--- src/hdl/gp_timer_map.vh ---
`ifndef GP_TIMER_MAP_VH
`define GP_TIMER_MAP_VH
`define DIR_UP        2'h0
`define DIR_DOWN      2'h1
`define DIR_CENTER    2'h2
`define CLK_INTERNAL  2'h0
`define CLK_ENCODER   2'h1
`define CLK_TRIGGER   2'h2
`define CH_CAPTURE    2'h0
`define CH_COMPARE    2'h1
`define CH_PWM        2'h2
`define CH_ONEPULSE   2'h3
`define CNT_RESET     16'h0000
`define RELOAD_RESET  16'hFFFF
`define PRESC_RESET   16'h0000
`endif

--- src/hdl/timer_channel.v ---
`timescale 1ns/1ps
`include "gp_timer_map.vh"
module timer_channel #(
	parameter WIDTH = 16
) (
	input  wire             clk,
	input  wire             rst,
	input  wire [1:0]       mode,
	input  wire [WIDTH-1:0] compare,
	input  wire [WIDTH-1:0] count,
	input  wire             tick,
	input  wire             update,
	input  wire             cap_edge,
	output reg  [WIDTH-1:0] captured_q,
	output reg              out_q,
	output reg              event_q
);
	reg fired_q;
	always @(posedge clk) begin
		if (rst) begin
			captured_q <= {WIDTH{1'b0}};
			out_q      <= 1'b0;
			event_q    <= 1'b0;
			fired_q    <= 1'b0;
		end else begin
			event_q <= 1'b0;
			case (mode)
			`CH_CAPTURE: begin
				out_q <= 1'b0;
				if (cap_edge) begin
					captured_q <= count;
					event_q    <= 1'b1;
				end
			end
			`CH_COMPARE: begin
				if (tick && count == compare) begin
					out_q   <= ~out_q;
					event_q <= 1'b1;
				end
			end
			`CH_PWM: begin
				out_q <= (count < compare);
				if (tick && count == compare)
					event_q <= 1'b1;
			end
			default: begin
				// One pulse: high from the match until the next update.
				if (update) begin
					out_q   <= 1'b0;
					fired_q <= 1'b0;
				end else if (tick && count == compare && !fired_q) begin
					out_q   <= 1'b1;
					fired_q <= 1'b1;
					event_q <= 1'b1;
				end
			end
			endcase
		end
	end
endmodule // timer_channel

--- src/hdl/gp_timer.v ---
`timescale 1ns/1ps
`include "gp_timer_map.vh"
module gp_timer #(
	parameter WIDTH = 16
) (
	input  wire             clk,
	input  wire             rst,
	input  wire             enable,
	input  wire [1:0]       dir_mode,
	input  wire [1:0]       clk_mode,
	input  wire             down,
	input  wire [WIDTH-1:0] prescale,
	input  wire [WIDTH-1:0] reload,
	input  wire             dbg_freeze_en,
	input  wire             dbg_halt,
	input  wire             trig_reset_en,
	input  wire             trig_in,
	input  wire [7:0]       ch_mode,
	input  wire [4*WIDTH-1:0] ch_compare,
	input  wire [3:0]       ch_in,
	input  wire             enc_a,
	input  wire             enc_b,
	input  wire [2:0]       hall_in,
	input  wire             dma_en,
	input  wire             dma_ack,
	output reg  [WIDTH-1:0] count_q,
	output reg              dir_down_q,
	output reg              update_q,
	output wire             trig_out,
	output wire [4*WIDTH-1:0] ch_captured,
	output wire [3:0]       ch_out,
	output wire [3:0]       ch_event,
	output reg              hall_change_q,
	output reg              dma_req_q
);
	// Three-stage synchronisers for all pin inputs.
	reg [9:0] s1_q;
	reg [9:0] s2_q;
	reg [9:0] s3_q;
	wire [9:0] pins = {trig_in, hall_in, enc_b, enc_a, ch_in};
	always @(posedge clk) begin
		if (rst) begin
			s1_q <= 10'h000;
			s2_q <= 10'h000;
			s3_q <= 10'h000;
		end else begin
			s1_q <= pins;
			s2_q <= s1_q;
			s3_q <= s2_q;
		end
	end
	// A change counts once stages two and three agree.
	reg  [9:0] stable_q;
	reg  [9:0] prev_q;
	wire [9:0] agree = ~(s2_q ^ s3_q);
	always @(posedge clk) begin
		if (rst) begin
			stable_q <= 10'h000;
			prev_q   <= 10'h000;
		end else begin
			stable_q <= (agree & s3_q) | (~agree & stable_q);
			prev_q   <= stable_q;
		end
	end
	wire [3:0] cap_edge = stable_q[3:0] & ~prev_q[3:0];
	wire       a_now    = stable_q[4];
	wire       b_now    = stable_q[5];
	wire       a_prev   = prev_q[4];
	wire       b_prev   = prev_q[5];
	wire       trig_rise = stable_q[9] & ~prev_q[9];
	wire       hall_chg  = |(stable_q[8:6] ^ prev_q[8:6]);

	// Quadrature: any edge steps once; direction from phase order.
	wire enc_step = (a_now ^ a_prev) | (b_now ^ b_prev);
	wire enc_down = (a_now ^ a_prev) ? (a_now == b_now) : (a_now != b_now);

	wire frozen = dbg_freeze_en & dbg_halt;
	wire run    = enable & ~frozen;

	// Prescaler; a value N divides by N+1, so 16 bits reach 65536.
	reg  [WIDTH-1:0] psc_q;
	wire             src_tick;
	assign src_tick = (clk_mode == `CLK_TRIGGER) ? trig_rise : 1'b1;
	// Wrap on reaching or passing the limit, so a lowered prescale never
	// strands the divider on a 65536-cycle detour.
	wire psc_wrap = (psc_q >= prescale);
	wire tick = run && (clk_mode == `CLK_ENCODER ? enc_step
		: (src_tick && psc_wrap));
	always @(posedge clk) begin
		if (rst) begin
			psc_q <= `PRESC_RESET;
		end else if (run && src_tick && clk_mode != `CLK_ENCODER) begin
			psc_q <= psc_wrap ? `PRESC_RESET : psc_q + 16'h0001;
		end
	end

	wire going_down = (clk_mode == `CLK_ENCODER) ? enc_down
		: (dir_mode == `DIR_CENTER) ? dir_down_q
		: (dir_mode == `DIR_DOWN) | down;
	wire at_top = (count_q >= reload);
	wire at_bot = (count_q == `CNT_RESET);
	wire sync_rst = trig_reset_en & trig_rise;
	always @(posedge clk) begin
		if (rst) begin
			count_q    <= `CNT_RESET;
			dir_down_q <= 1'b0;
			update_q   <= 1'b0;
		end else begin
			update_q <= 1'b0;
			if (sync_rst) begin
				count_q  <= `CNT_RESET;
				update_q <= 1'b1;
			end else if (tick) begin
				if (dir_mode == `DIR_CENTER && clk_mode != `CLK_ENCODER) begin
					if (!dir_down_q && count_q >= reload - 16'h0001) begin
						count_q    <= reload;
						dir_down_q <= 1'b1;
						update_q   <= 1'b1;
					end else if (dir_down_q && count_q <= 16'h0001) begin
						count_q    <= `CNT_RESET;
						dir_down_q <= 1'b0;
						update_q   <= 1'b1;
					end else begin
						count_q <= dir_down_q ? count_q - 16'h0001
							: count_q + 16'h0001;
					end
				end else if (going_down) begin
					dir_down_q <= 1'b1;
					if (at_bot) begin
						count_q  <= reload;
						update_q <= 1'b1;
					end else begin
						count_q <= count_q - 16'h0001;
					end
				end else begin
					dir_down_q <= 1'b0;
					if (at_top) begin
						count_q  <= `CNT_RESET;
						update_q <= 1'b1;
					end else begin
						count_q <= count_q + 16'h0001;
					end
				end
			end
		end
	end

	// Update is the trigger that peer timers chain on.
	assign trig_out = update_q;

	always @(posedge clk) begin
		if (rst) begin
			hall_change_q <= 1'b0;
		end else begin
			hall_change_q <= hall_chg;
		end
	end

	// The request holds until acknowledged or dma_en drops; a new event wins over the ack.
	always @(posedge clk) begin
		if (rst) begin
			dma_req_q <= 1'b0;
		end else if (dma_en && (update_q || (|ch_event))) begin
			dma_req_q <= 1'b1;
		end else if (dma_ack || !dma_en) begin
			dma_req_q <= 1'b0;
		end
	end

	genvar i;
	generate
		for (i = 0; i < 4; i = i + 1) begin : g_ch
			timer_channel #(.WIDTH(WIDTH)) u_ch (
				.clk        (clk),
				.rst        (rst),
				.mode       (ch_mode[2*i+1:2*i]),
				.compare    (ch_compare[WIDTH*i+WIDTH-1:WIDTH*i]),
				.count      (count_q),
				.tick       (tick),
				.update     (update_q),
				.cap_edge   (cap_edge[i] | (hall_chg & (i == 0))),
				.captured_q (ch_captured[WIDTH*i+WIDTH-1:WIDTH*i]),
				.out_q      (ch_out[i]),
				.event_q    (ch_event[i])
			);
		end
	endgenerate
endmodule // gp_timer

--- config.mk ---
export PLATFORM = sky130hd
export DESIGN_NAME = gp_timer
export DESIGN_NICKNAME = d
export VERILOG_FILES = /design/src/hdl/timer_channel.v /design/src/hdl/gp_timer.v
export VERILOG_INCLUDE_DIRS = /design/src /design/src/hdl
export SDC_FILE = /design/constraint.sdc
export NUM_CORES = 1
export LEC_CHECK = 0
export ABC_AREA = 1
export BUFFER_PORTS_ARGS = -buffer_cell sky130_fd_sc_hd__buf_2
export CAP_MARGIN = 5
export CORE_MARGIN = 1.5
export CORE_UTILIZATION = 45
export DETAILED_ROUTE_END_ITERATION = 8
export HOLD_SLACK_MARGIN = 0.06
export PLACE_DENSITY = 0.67
export SYNTH_ARGS = -nofsm -noshare
export SYNTH_HDL_FRONTEND = slang
export SYNTH_SLANG_ARGS = --single-unit
--- constraint.sdc ---
create_clock -name clk -period 4.3 [get_ports clk]
set_input_delay 0.86 -clock clk [delete_from_list [all_inputs] [get_ports clk]]
set_output_delay 0.86 -clock clk [all_outputs]
set_load 0.01 [all_outputs]
Word level (Yosys, flattened, before mapping)
Cells that the tools add are included.
- register bits: 162
- output and inout bits: 93
- logic and storage cells: 217
- $add $sub $neg: 4
- $lt $le $gt $ge: 8
- eq/ne operators: 24
- mux-type cells: 63
- bitwise operators: 29
- reduce and logical (&&, ||, !) cells: 62
- operators by type and width (cell ; number):
    16-bit two-way mux ; 8
    16-bit == test ; 4
    16-bit < comparator ; 4
    16-bit greater-or-equal comparator ; 3
    1-bit two-way mux ; 47
    16-bit by 1-bit adder with 16-bit output (second input constant) ; 2
    16-bit by 1-bit subtractor with 16-bit output (second input constant) ; 2
    2-bit AND reduction ; 12
    10-bit AND ; 2
    10-bit NOT ; 2
    5-bit nonzero test ; 4
    16-bit by 1-bit <= comparator with 1-bit output (second input constant) ; 1
    1-bit logical AND ; 16
    16-bit zero test ; 1
    3-bit OR reduction ; 5
    2-bit by 1-bit == test with 1-bit output (second input constant) ; 6
    2-bit == test (second input constant) ; 6
    1-bit case mux with 3 select lines ; 4
    1-bit NOT ; 11
    2-bit by 1-bit != test with 1-bit output (second input constant) ; 5
    10-bit bitwise OR ; 1
    2-bit nonzero test ; 5
    2-bit OR reduction ; 5
    10-bit bitwise XOR ; 1
    other kinds (15) ; 33

Longest topological paths before layout
Gate-level depths: netlist of the first run.
- word-level depth: 11
- gate-level depth with buffers: 22

Cells and area by module
A second synthesis of the first run with hierarchy kept.
- cells, all modules: 1698
- area total of the unflattened synthesis: 11374.7 sq um
- modules (own cells, without submodules) (module ; instances ; cells each ; area an instance (sq um) ; sequential area each (sq um)):
    gp_timer ; 1 ; 975 ; 6358.6 ; 1721.7
    timer_channel (g_ch[0].u_ch ...) ; 3 ; 181 ; 1252.5 ; 380.4
    timer_channel (g_ch[3].u_ch) ; 1 ; 180 ; 1258.7 ; 380.4

Worst setup path before layout of the first run
No wires, ideal clock.
- path kind: input port to flip-flop
- from: input port reload[0]
- to: register dir_down_q
- arrival time: 3.330 ns
- data required time: 4.185 ns
- path slack: 0.855 ns
- cell stages on the path: 19
- buffers on the path: 1
- path through: inv_1 -> ha_1 -> nand3_1 -> nor2_1 -> nand3_1 -> nor3_1 -> xor2_1 -> inv_1 -> ha_1 -> nand2_1 -> nor4_2 -> nand3_1 -> nand3_1 -> buf_4 -> nand2_4 -> a21boi_2 -> nand3b_1 -> nand2_1 -> nor2_1
- longest elaborated chain between the ends: 5
- elaborated cells on any way between the ends: 7
- classes of those cells: 1 x add/sub; 1 x order compare; 1 x eq/ne; 2 x mux; 2 x reduce/logical
- ends and longest elaborated chain (element ; RTL line ; text):
    from (decl) ; gp_timer.v:13 ; input wire [WIDTH-1:0] reload,
    16-bit by 1-bit subtractor with 16-bit output * ; gp_timer.v:115 ; if (!dir_down_q && count_q >= reload - 16'h0001) begin
    16-bit greater-or-equal comparator * ; gp_timer.v:115 ;
    1-bit logical AND * ; gp_timer.v:115 ;
    3-bit by 1-bit != test with 1-bit output (no line) / 1-bit two-way mux (equally long branches) ; -- ;
    3-bit AND reduction (no line) / 1-bit two-way mux (equally long branches) ; -- ;
    to (signal assigned) ; gp_timer.v:117 ; dir_down_q <= 1'b1;
    to (signal assigned) ; gp_timer.v:121 ; dir_down_q <= 1'b0;
    to (signal assigned) ; gp_timer.v:128 ; dir_down_q <= 1'b1;
    to (decl) ; gp_timer.v:27 ; output reg dir_down_q,
Mark *: on every way between the ends. The rest lies on a longest branch, timed or not.
A chain may end at the register's enable or synchronous reset.

Worst setup path after layout of the first run
- from: input port reload[0]
- to: register count_q[1]
- longest elaborated chain between the ends: 5
- elaborated cells on any way between the ends: 8
- classes of those cells: 1 x add/sub; 2 x order compare; 4 x mux; 1 x reduce/logical
- ends and longest elaborated chain (element ; RTL line ; text):
    16-bit by 1-bit subtractor with 16-bit output ; gp_timer.v:115 ;
    16-bit greater-or-equal comparator ; gp_timer.v:115 ;
    1-bit logical AND ; gp_timer.v:115 ;
    16-bit two-way mux ; gp_timer.v:115 ;
    16-bit two-way mux * ; gp_timer.v:114 ; if (dir_mode == `DIR_CENTER && clk_mode != `CLK_ENCODER) begin
    to (signal assigned) ; gp_timer.v:111 ; count_q <= `CNT_RESET;
    to (signal assigned) ; gp_timer.v:116 ; count_q <= reload;
    to (signal assigned) ; gp_timer.v:120 ; count_q <= `CNT_RESET;
    to (decl) ; gp_timer.v:26 ; output reg [WIDTH-1:0] count_q,
Marked as above.

==> qor.txt, run 1 <==
RUN STATUS
------------------------------------------------------------------------------------------
Status                                                                        finished, final reports clean

CTS
------------------------------------------------------------------------------------------
TritonCTS clock tree                                                                 built
Maximum clock insertion buffer count                                                     2
Count of cells resized by post-cts repair                                                0
Clock edge transition at the registers on the reported setup and hold paths          70 ps
Deepest level of the CTS H-tree                                                          4
Root buffer selected by CTS                                                   sky130_fd_sc_hd__clkbuf_16
Clock Latency Late Sink                                                             430 ps
Hold Buf Count CTS                                                                       0
Number of buffers added for setup after CTS                                              0
Number of buffers created by CTS                                                        17
Number of clock sinks                                                                  162

ROUTING
------------------------------------------------------------------------------------------
WL per Instance                                                                    15.2 um
Number of remaining DRC errors                                                           0
Number of vias in the routed layout                                                  10.7k
Antenna Nets Post-Route                                                                  0
Total wire length after detailed routing                                           31.8 mm
Vias/cell                                                                             5.10
Number of DRC markers in iteration 0                                                   653
Router iterations before antenna repair                                                  5

FLOORPLAN
------------------------------------------------------------------------------------------
Starting density of the core                                                         46.3%
Number of top-level pins                                                               220
Height of the die                                                                   159 um
Overall die width                                                                   159 um
Die Outline Area                                                                25200 um^2
Number of placement rows                                                                56
Area of the core region                                                         23600 um^2

STA
------------------------------------------------------------------------------------------
Setup violators final                                                                    0
Rel. slew slack                                                                      47.8%
Peak clock frequency supported by timing                                         0.275 GHz
Final Hold Vio Count                                                                     0
RSZ-0062 raised after global routing                                                 false
Tmin final                                                                         3640 ps
Final period util                                                                    84.7%
Worst Max-Slew Pin Slew                                                             783 ps
Skew final                                                                         11.7 ps
Fin Setup TNS                                                                         0 ps
Slew Limit Fails                                                                         0

YOSYS
------------------------------------------------------------------------------------------
Most used flip-flop cell after synthesis                                      sky130_fd_sc_hd__dfxtp_1
Synth async-reset ratio                                                                 0%
Number of synthesized flops with an enable pin                                           0
Syn. warnings                                                                            0
Cell variety after synth                                                                49
Mean post-synth cell area                                                        6.96 um^2
Number of register bits inferred by synthesis                                          162
Number of nets in the synthesized netlist                                             1830
Synthesized netlist cell count                                                        1569
Sequential area share after synthesis                                                29.7%
Post-synthesis instance area                                                    10900 um^2

CELLS AND AREA
------------------------------------------------------------------------------------------
Fraction of final layout cells with drive strength greater than 1                    17.7%
Share of the core filled with cells                                                  54.4%
Count of nets after finishing                                                         2026
Number of filler instances in the final layout                                        2333
Signed area change from the synthesized netlist to the final layout                  17.5%

GRT
------------------------------------------------------------------------------------------
Global-route wire length before repair                                             52.0 mm
Met1 Resource Use GR                                                                 32.7%
Gr busiest metal                                                                      met2
Antenna violations before repair                                                         2
Met3 demand-to-capacity share in global routing                                      6.30%
Global routing usage summed across all routing layers                                25.4%
Met2 Use GR                                                                          41.9%
Vias in the first global route                                                       10.3k
Maximum number of pins on one net before global-route repair                            62
Residual overflow from global routing                                                    0

WORST SETUP PATH
------------------------------------------------------------------------------------------
Required time at the worst-slack endpoint                                          4670 ps
Category of the most critical setup path                                         in -> reg
Worst reg2reg path depth                                                                12
Crit. End Element                                                                flip-flop
Data arrival time at the worst-slack endpoint                                      4010 ps
Highest net fanout along the worst path                                                  6
Category of the worst setup path launch point                                   input port

HOLD PATH
------------------------------------------------------------------------------------------
Hold Path Class                                                                 reg -> reg
Number of cells traversed by the worst hold path                                         2

POWER
------------------------------------------------------------------------------------------
Max VDD drop                                                                    0.000362 V
Cell area power density                                                        296 nW/um^2
Leakage power of the design                                                        6.83 nW

PLACED DESIGN
------------------------------------------------------------------------------------------
IO buf count                                                                           219
Detailed Place HPWL                                                                24.5 mm
RD Place Congestion                                                                  0.920

JOB
------------------------------------------------------------------------------------------
Maximum Capacitance Violations                                                           0

==> cell usage after synthesis (4+ instances only) <==
library cell	count	area, um^2
sky130_fd_sc_hd__nor3_1	21	105
sky130_fd_sc_hd__nor2_4	4	45.0
sky130_fd_sc_hd__dfxtp_1	162	3240
sky130_fd_sc_hd__clkbuf_1	27	101
sky130_fd_sc_hd__xnor2_1	6	52.6
sky130_fd_sc_hd__nand3_1	79	395
sky130_fd_sc_hd__ha_1	134	1680
sky130_fd_sc_hd__nor4_1	4	25.0
sky130_fd_sc_hd__o2111ai_1	6	52.6
sky130_fd_sc_hd__buf_2	10	50.1
sky130_fd_sc_hd__o21ai_0	129	646
sky130_fd_sc_hd__nand3b_1	6	45.0
sky130_fd_sc_hd__inv_1	248	931
sky130_fd_sc_hd__nor2_1	167	627
sky130_fd_sc_hd__xor2_1	30	263
sky130_fd_sc_hd__nor3_2	6	60.1
sky130_fd_sc_hd__nand4_1	32	200
sky130_fd_sc_hd__inv_2	9	33.8
sky130_fd_sc_hd__nor2_2	7	43.8
sky130_fd_sc_hd__nand2_1	233	875
sky130_fd_sc_hd__o21ai_1	10	50.1
sky130_fd_sc_hd__buf_4	16	120
sky130_fd_sc_hd__o211ai_1	8	60.1
sky130_fd_sc_hd__a21oi_1	172	861
sky130_fd_sc_hd__nand2_2	4	25.0
sky130_fd_sc_hd__nand2_4	4	45.0
==> path summary, 6_finish.rpt <==
check	start	slack (ps)	end
worst max-delay path	reload[0]	660	count_q[1]$_SDFFE_PP0P_
worst max register to register	count_q[3]$_SDFFE_PP0P_	1550	count_q[3]$_SDFFE_PP0P_
worst min register to register	s1_q[6]$_SDFF_PP0_	400	s2_q[6]$_SDFF_PP0_
worst min-delay path	s1_q[6]$_SDFF_PP0_	400	s2_q[6]$_SDFF_PP0_
==> area by class of cell <==
| cell class | count | area, um^2 | share of cell area [%] |
|---|---|---|---|
| inverter | 262 | 991 | 7.72 |
| multi-input combinational | 1087 | 6380 | 49.7 |
| timing repair buffer | 235 | 1220 | 9.48 |
| tap | 319 | 399 | 3.11 |
| antenna | 1 | 2.50 | 0.0195 |
| clock inverter | 13 | 166 | 1.30 |
| clock buffer | 19 | 433 | 3.37 |
| sequential | 162 | 3240 | 25.3 |
==> report_power, final <==
group,switching [mW],total (mW),internal [mW]
sequential,0.0359,1.56,1.53
combinational,0.441,0.691,0.250
clock,0.672,1.55,0.880
total,1.15,3.81,2.66
==> kinds of logic (layout without fill, tap and decap cells) <==
logic type	count (synthesis)	count (layout)	synth area share (%)
AO/OA/AOI/OAI	341	341	16.5
XOR/XNOR	36	36	2.89
adder cells (fa/ha/maj)	134	134	15.4
buffers and inverters	320	529	11.9
flip-flops	162	162	29.7
other	0	1	0
AND/OR/NAND/NOR	576	576	23.6
==> placed cells by master, fill, tap and decap left out, types with 4 or more instances in the layout <==
cell type	Yosys	final
sky130_fd_sc_hd__inv_1	248	247
sky130_fd_sc_hd__nand2_1	233	233
sky130_fd_sc_hd__buf_2	10	219
sky130_fd_sc_hd__a21oi_1	172	172
sky130_fd_sc_hd__nor2_1	167	164
sky130_fd_sc_hd__dfxtp_1	162	162
sky130_fd_sc_hd__ha_1	134	134
sky130_fd_sc_hd__o21ai_0	129	129
sky130_fd_sc_hd__nand3_1	79	79
sky130_fd_sc_hd__nand4_1	32	32
sky130_fd_sc_hd__xor2_1	30	30
sky130_fd_sc_hd__nor3_1	21	21
sky130_fd_sc_hd__clkbuf_16	0	17
sky130_fd_sc_hd__buf_4	16	16
sky130_fd_sc_hd__inv_2	9	10
sky130_fd_sc_hd__nor2_2	7	10
sky130_fd_sc_hd__o21ai_1	10	10
sky130_fd_sc_hd__o211ai_1	8	8
sky130_fd_sc_hd__nor3_2	6	6
sky130_fd_sc_hd__xnor2_1	6	6
sky130_fd_sc_hd__nand3b_1	6	6
sky130_fd_sc_hd__o2111ai_1	6	6
sky130_fd_sc_hd__inv_8	0	5
sky130_fd_sc_hd__nor4_1	4	4
sky130_fd_sc_hd__nand2_4	4	4
sky130_fd_sc_hd__nor2_4	4	4
sky130_fd_sc_hd__nand2_2	4	4
==> state kept, by name (all words and copies together) (netlist names), named ones only <==
name / cells
s3_q: 10
trig_out: 1
dir_down_q: 1
dma_req_q: 1
s2_q: 10
g_ch.u_ch.captured_q: 64
g_ch.u_ch.event_q: 4
g_ch.u_ch.fired_q: 4
count_q: 16
prev_q: 10
g_ch.u_ch.out_q: 4
s1_q: 10
hall_change_q: 1
psc_q: 16
==> routing by layer <==
metal,up-vias,wire length [um]
li1,5512,-
met1,4806,14500
met2,339,14400
met3,49,2370
met4,2,569
met5,-,12
==> critical path: stages <==
cell and delay, ps:
sky130_fd_sc_hd__buf_2 110, sky130_fd_sc_hd__inv_1 140, sky130_fd_sc_hd__ha_1 200, sky130_fd_sc_hd__nand3_1 120, sky130_fd_sc_hd__nor2_1 230, sky130_fd_sc_hd__nand3_1 220
sky130_fd_sc_hd__nor3_1 230, sky130_fd_sc_hd__xor2_1 160, sky130_fd_sc_hd__inv_1 60, sky130_fd_sc_hd__ha_1 270, sky130_fd_sc_hd__nand2_1 80, sky130_fd_sc_hd__nor4_2 310
sky130_fd_sc_hd__nand3_1 100, sky130_fd_sc_hd__nand3_1 270, sky130_fd_sc_hd__nand2_1 170, sky130_fd_sc_hd__o21ai_2 170, sky130_fd_sc_hd__nand2_1 100, sky130_fd_sc_hd__nand2_1 70
sky130_fd_sc_hd__nor2_1 40, sky130_fd_sc_hd__nor2_1 80
==> through the flow <==
stage	instance area, um^2	std cells	setup WS [ps]	hold WS [ps]	power [mW]
5_1_grt	12800	2097	256	420	3.98
3_3_place_gp	12200	2065	389	392	2.27
3_5_place_dp	12200	2065	264	397	2.28
6_report	12800	2098	659	404	3.81
4_1_cts	12800	2097	698	407	3.82
2_1_floorplan	10900	1569	855	388	2.06
(Power assumes the default switching activity.)
==> run 2: changes to the inputs <==
PLACE_DENSITY = 0.7   (was 0.67)
clock period = 3.1 ns   (was 4.3 ns; I/O delays follow)
==> run 2 against run 1 <==
  * Worst setup slack worse by 470 ps
  * Critical path type unchanged
  * Register-to-register slack worse by 1100 ps
  * Largest power group unchanged
  * Die area stayed put
  * Largest cell class unchanged
  * Critical path depth stayed put
  * Utilization is 1.7 points higher
==> qor.txt, run 2 (same netlist as run 1, synthesis figures left out) <==
WORST SETUP PATH
------------------------------------------------------------------------------------------
Worst reg2reg path depth                                                                10   was 12
Crit. End Element                                                                flip-flop   unchanged
Data arrival time at the worst-slack endpoint                                      3220 ps   was 4010 ps
R2R Path End                                                                  count_q[3]$_SDFFE_PP0P_   unchanged
Category of the worst setup path launch point                                   input port   unchanged
Cell family with most CP delay                                                simple AND/OR/NAND/NOR gates   unchanged
Master of the slowest instance on the critical path                           sky130_fd_sc_hd__ha_4   was sky130_fd_sc_hd__nor4_2
Total buffers and inverters traversed by the critical path                               3   unchanged
Category of the most critical setup path                                         in -> reg   unchanged
Startpoint of the most critical register-to-register path                     count_q[8]$_SDFFE_PP0P_   was count_q[3]$_SDFFE_PP0P_
Cell Chain, Critical Path                                                     buf_2 -> nor2_1 -> nand2_2 -> nor3_4 -> nand4_1 -> nor2_2 -> nand3_2 -> xor2_1 -> inv_1 -> ha_4 -> nand2_2 -> nor4_4 -> nand2_1 -> nand3_4 -> nand2_4 -> buf_4 -> nand3b_1 -> nand2_1 -> nor2_1 -> nor2_1   was buf_2 -> inv_1 -> ha_1 -> nand3_1 -> nor2_1 -> nand3_1 -> nor3_1 -> xor2_1 -> inv_1 -> ha_1 -> nand2_1 -> nor4_2 -> nand3_1 -> nand3_1 -> nand2_1 -> o21ai_2 -> nand2_1 -> nand2_1 -> nor2_1 -> nor2_1
Library cell appearing most often on the critical path                        sky130_fd_sc_hd__nor2_1
Setup slack on the worst flop-to-flop path                                          440 ps   was 1550 ps
Largest stage delay on the critical path                                            280 ps   was 310 ps
Required time at the worst-slack endpoint                                          3410 ps   was 4670 ps
Highest net fanout along the worst path                                                  5   was 6

ROUTING
------------------------------------------------------------------------------------------
Number of vias in the routed layout                                                  11.1k   was 10.7k
Vias/cell                                                                             5.17   was 5.10
Number of DRC markers in iteration 0                                                   644   was 653
Router iterations before antenna repair                                                  5   unchanged
WL per Instance                                                                    15.5 um   was 15.2 um
Number of remaining DRC errors                                                           0   unchanged
Total wire length after detailed routing                                           33.1 mm   was 31.8 mm
Antenna Nets Post-Route                                                                  0   unchanged

CELLS AND AREA
------------------------------------------------------------------------------------------
Diodes inserted                                                                          0   was 1
Signed area change from the synthesized netlist to the final layout                  21.2%   was 17.5%
Register ranked first by flip-flop count                                      g_ch.u_ch.captured_q   unchanged
Top Registers                                                                 g_ch.u_ch.captured_q x64, count_q x16, psc_q x16   unchanged
Count of nets after finishing                                                         2067   was 2026
Most common cell after layout, fill and taps aside                            sky130_fd_sc_hd__inv_1   unchanged
Leading cell types in the layout, fill and taps excluded                      sky130_fd_sc_hd__inv_1 (245), sky130_fd_sc_hd__nand2_1 (230), sky130_fd_sc_hd__buf_2 (220)   was sky130_fd_sc_hd__inv_1 (247), sky130_fd_sc_hd__nand2_1 (233), sky130_fd_sc_hd__buf_2 (219)
Post-layout instance count excluding filler cells                                     2138   was 2098
Fraction of final layout cells with drive strength greater than 1                    20.7%   was 17.7%
Flip-flop count of the largest register, all copies and words added                     64   unchanged

STA
------------------------------------------------------------------------------------------
Final period util                                                                    93.8%
Worst Max-Slew Pin Slew                                                             773 ps   was 783 ps
Setup violators final                                                                    0   unchanged
Rel. slew slack                                                                      48.4%   was 47.8%
Tmin final                                                                         2910 ps
Peak clock frequency supported by timing                                         0.344 GHz
Skew final                                                                         13.9 ps   was 11.7 ps
Final Hold Vio Count                                                                     0   unchanged
Smallest setup slack after layout                                                   192 ps   was 659 ps
Fin Setup TNS                                                                         0 ps   unchanged
Slew Limit Fails                                                                         0   unchanged

CTS
------------------------------------------------------------------------------------------
Maximum clock insertion buffer count                                                     2   unchanged
Clock Latency Late Sink                                                             420 ps   was 430 ps
Clock edge transition at the registers on the reported setup and hold paths          70 ps   about the same
Number of buffers created by CTS                                                        17   unchanged
Number of clock sinks                                                                  162   unchanged
Deepest level of the CTS H-tree                                                          4   unchanged
Hold Buf Count CTS                                                                       0   unchanged
TritonCTS clock tree                                                                 built   unchanged
Root buffer selected by CTS                                                   sky130_fd_sc_hd__clkbuf_16   unchanged

GRT
------------------------------------------------------------------------------------------
Global routing usage summed across all routing layers                                26.1%   was 25.4%
Global-route wire length before repair                                             53.4 mm   was 52.0 mm
Antenna violations before repair                                                         0   was 2
Maximum number of pins on one net before global-route repair                            67   was 62
Vias in the first global route                                                       10.6k   was 10.3k
Residual overflow from global routing                                                    0   unchanged

POWER
------------------------------------------------------------------------------------------
Overall power consumption                                                          5.26 mW   was 3.81 mW
Leakage power of the design                                                        7.05 nW   was 6.83 nW
Max VDD drop                                                                    0.000475 V   was 0.000362 V
Cell area power density                                                        398 nW/um^2   was 296 nW/um^2

JOB
------------------------------------------------------------------------------------------
Maximum Capacitance Violations                                                           0   unchanged

FLOORPLAN
------------------------------------------------------------------------------------------
Number of top-level pins                                                               220   unchanged
Overall die width                                                                   159 um   unchanged
Height of the die                                                                   159 um   unchanged
Starting density of the core                                                         46.3%   unchanged
Die Outline Area                                                                25200 um^2   unchanged
Area of the core region                                                         23600 um^2   unchanged
Number of placement rows                                                                56   unchanged

HOLD PATH
------------------------------------------------------------------------------------------
HP Start                                                                        hall_in[1]   was s1_q[6]$_SDFF_PP0_
Hold Path Class                                                                  in -> reg   was reg -> reg
End point of the most critical hold path                                      s1_q[7]$_SDFF_PP0_   was s2_q[6]$_SDFF_PP0_
Number of cells traversed by the worst hold path                                         3   was 2

RUN STATUS
------------------------------------------------------------------------------------------
Status                                                                        finished, final reports clean   unchanged

PLACED DESIGN
------------------------------------------------------------------------------------------
Detailed Place HPWL                                                                25.4 mm   was 24.5 mm
IO buf count                                                                           219   unchanged
Dpl ws                                                                             -342 ps   was 264 ps
RD Place Congestion                                                                  0.954   was 0.920
Placed cell count                                                                     2102   was 2065

==> run 2: what timing repair did <==
| action | 4_1_cts | 5_1_grt |
|---|---|---|
| buffers inserted | 0 | 2 |
| endpoints found under the setup margin | 0 | 18 |
| gates resized for setup | 0 | 24 |
==> run 2: layout make-up <==
class,instances,area (um^2)
clock inverters,14,144
clock buffers,18,429
multi-input cells,1088,6510
well taps,319,399
flip-flops and latches,162,3240
fillers,2334,10400
inverters,262,991
repair buffers,275,1520
==> run 2: stage by stage <==
step	hold slack (ps)	instance area [um^2]	util, %
2_1_floorplan	388	10900	-
3_3_place_gp	391	12500	53.1
3_5_place_dp	399	12500	53.1
4_1_cts	394	13100	55.5
5_1_grt	397	13200	56.1
6_report	404	13200	56.1
==> run 2: layer usage <==
layer,track usage (%),share of wire [%],vias to the layer above
met1,33.0,44,5028
met3,5.12,6.8,52
met5,0,0,-
li1,-,-,5596
met2,44.4,47,375
met4,8.40,2.4,0
==> run 2: where the power goes <==
part	total (mW)	internal [mW]	switching [mW]
clock network	2.08	1.14	0.941
logic	1.04	0.380	0.659
registers	2.15	2.12	0.0295
==> run 2: worst max-delay path by stage <==
| stage | from | endpoint | slack (ps) | depth (start not counted) |
|---|---|---|---|---|
| 2_1_floorplan | reload[0] | count_q[8]$_SDFFE_PP0P_ | 40 | 19 |
| 3_3_place_gp | reload[2] | count_q[4]$_SDFFE_PP0P_ | -240 | 19 |
| 3_5_place_dp | reload[2] | count_q[7]$_SDFFE_PP0P_ | -340 | 19 |
| 4_1_cts | reload[2] | count_q[7]$_SDFFE_PP0P_ | 90 | 19 |
| 5_1_grt | reload[1] | count_q[6]$_SDFFE_PP0P_ | -5 | 20 |
| 6_report | reload[1] | count_q[6]$_SDFFE_PP0P_ | 190 | 20 |
==> run 2: worst reg2reg max path, delay by kind of cell (launching register included) <==
kind                       cells  cell delay, ps
AOI/OAI and AO/OA              1             300
and+or+nand+nor                8            1330
adders and majority gates      1             340
DFF                            1             630
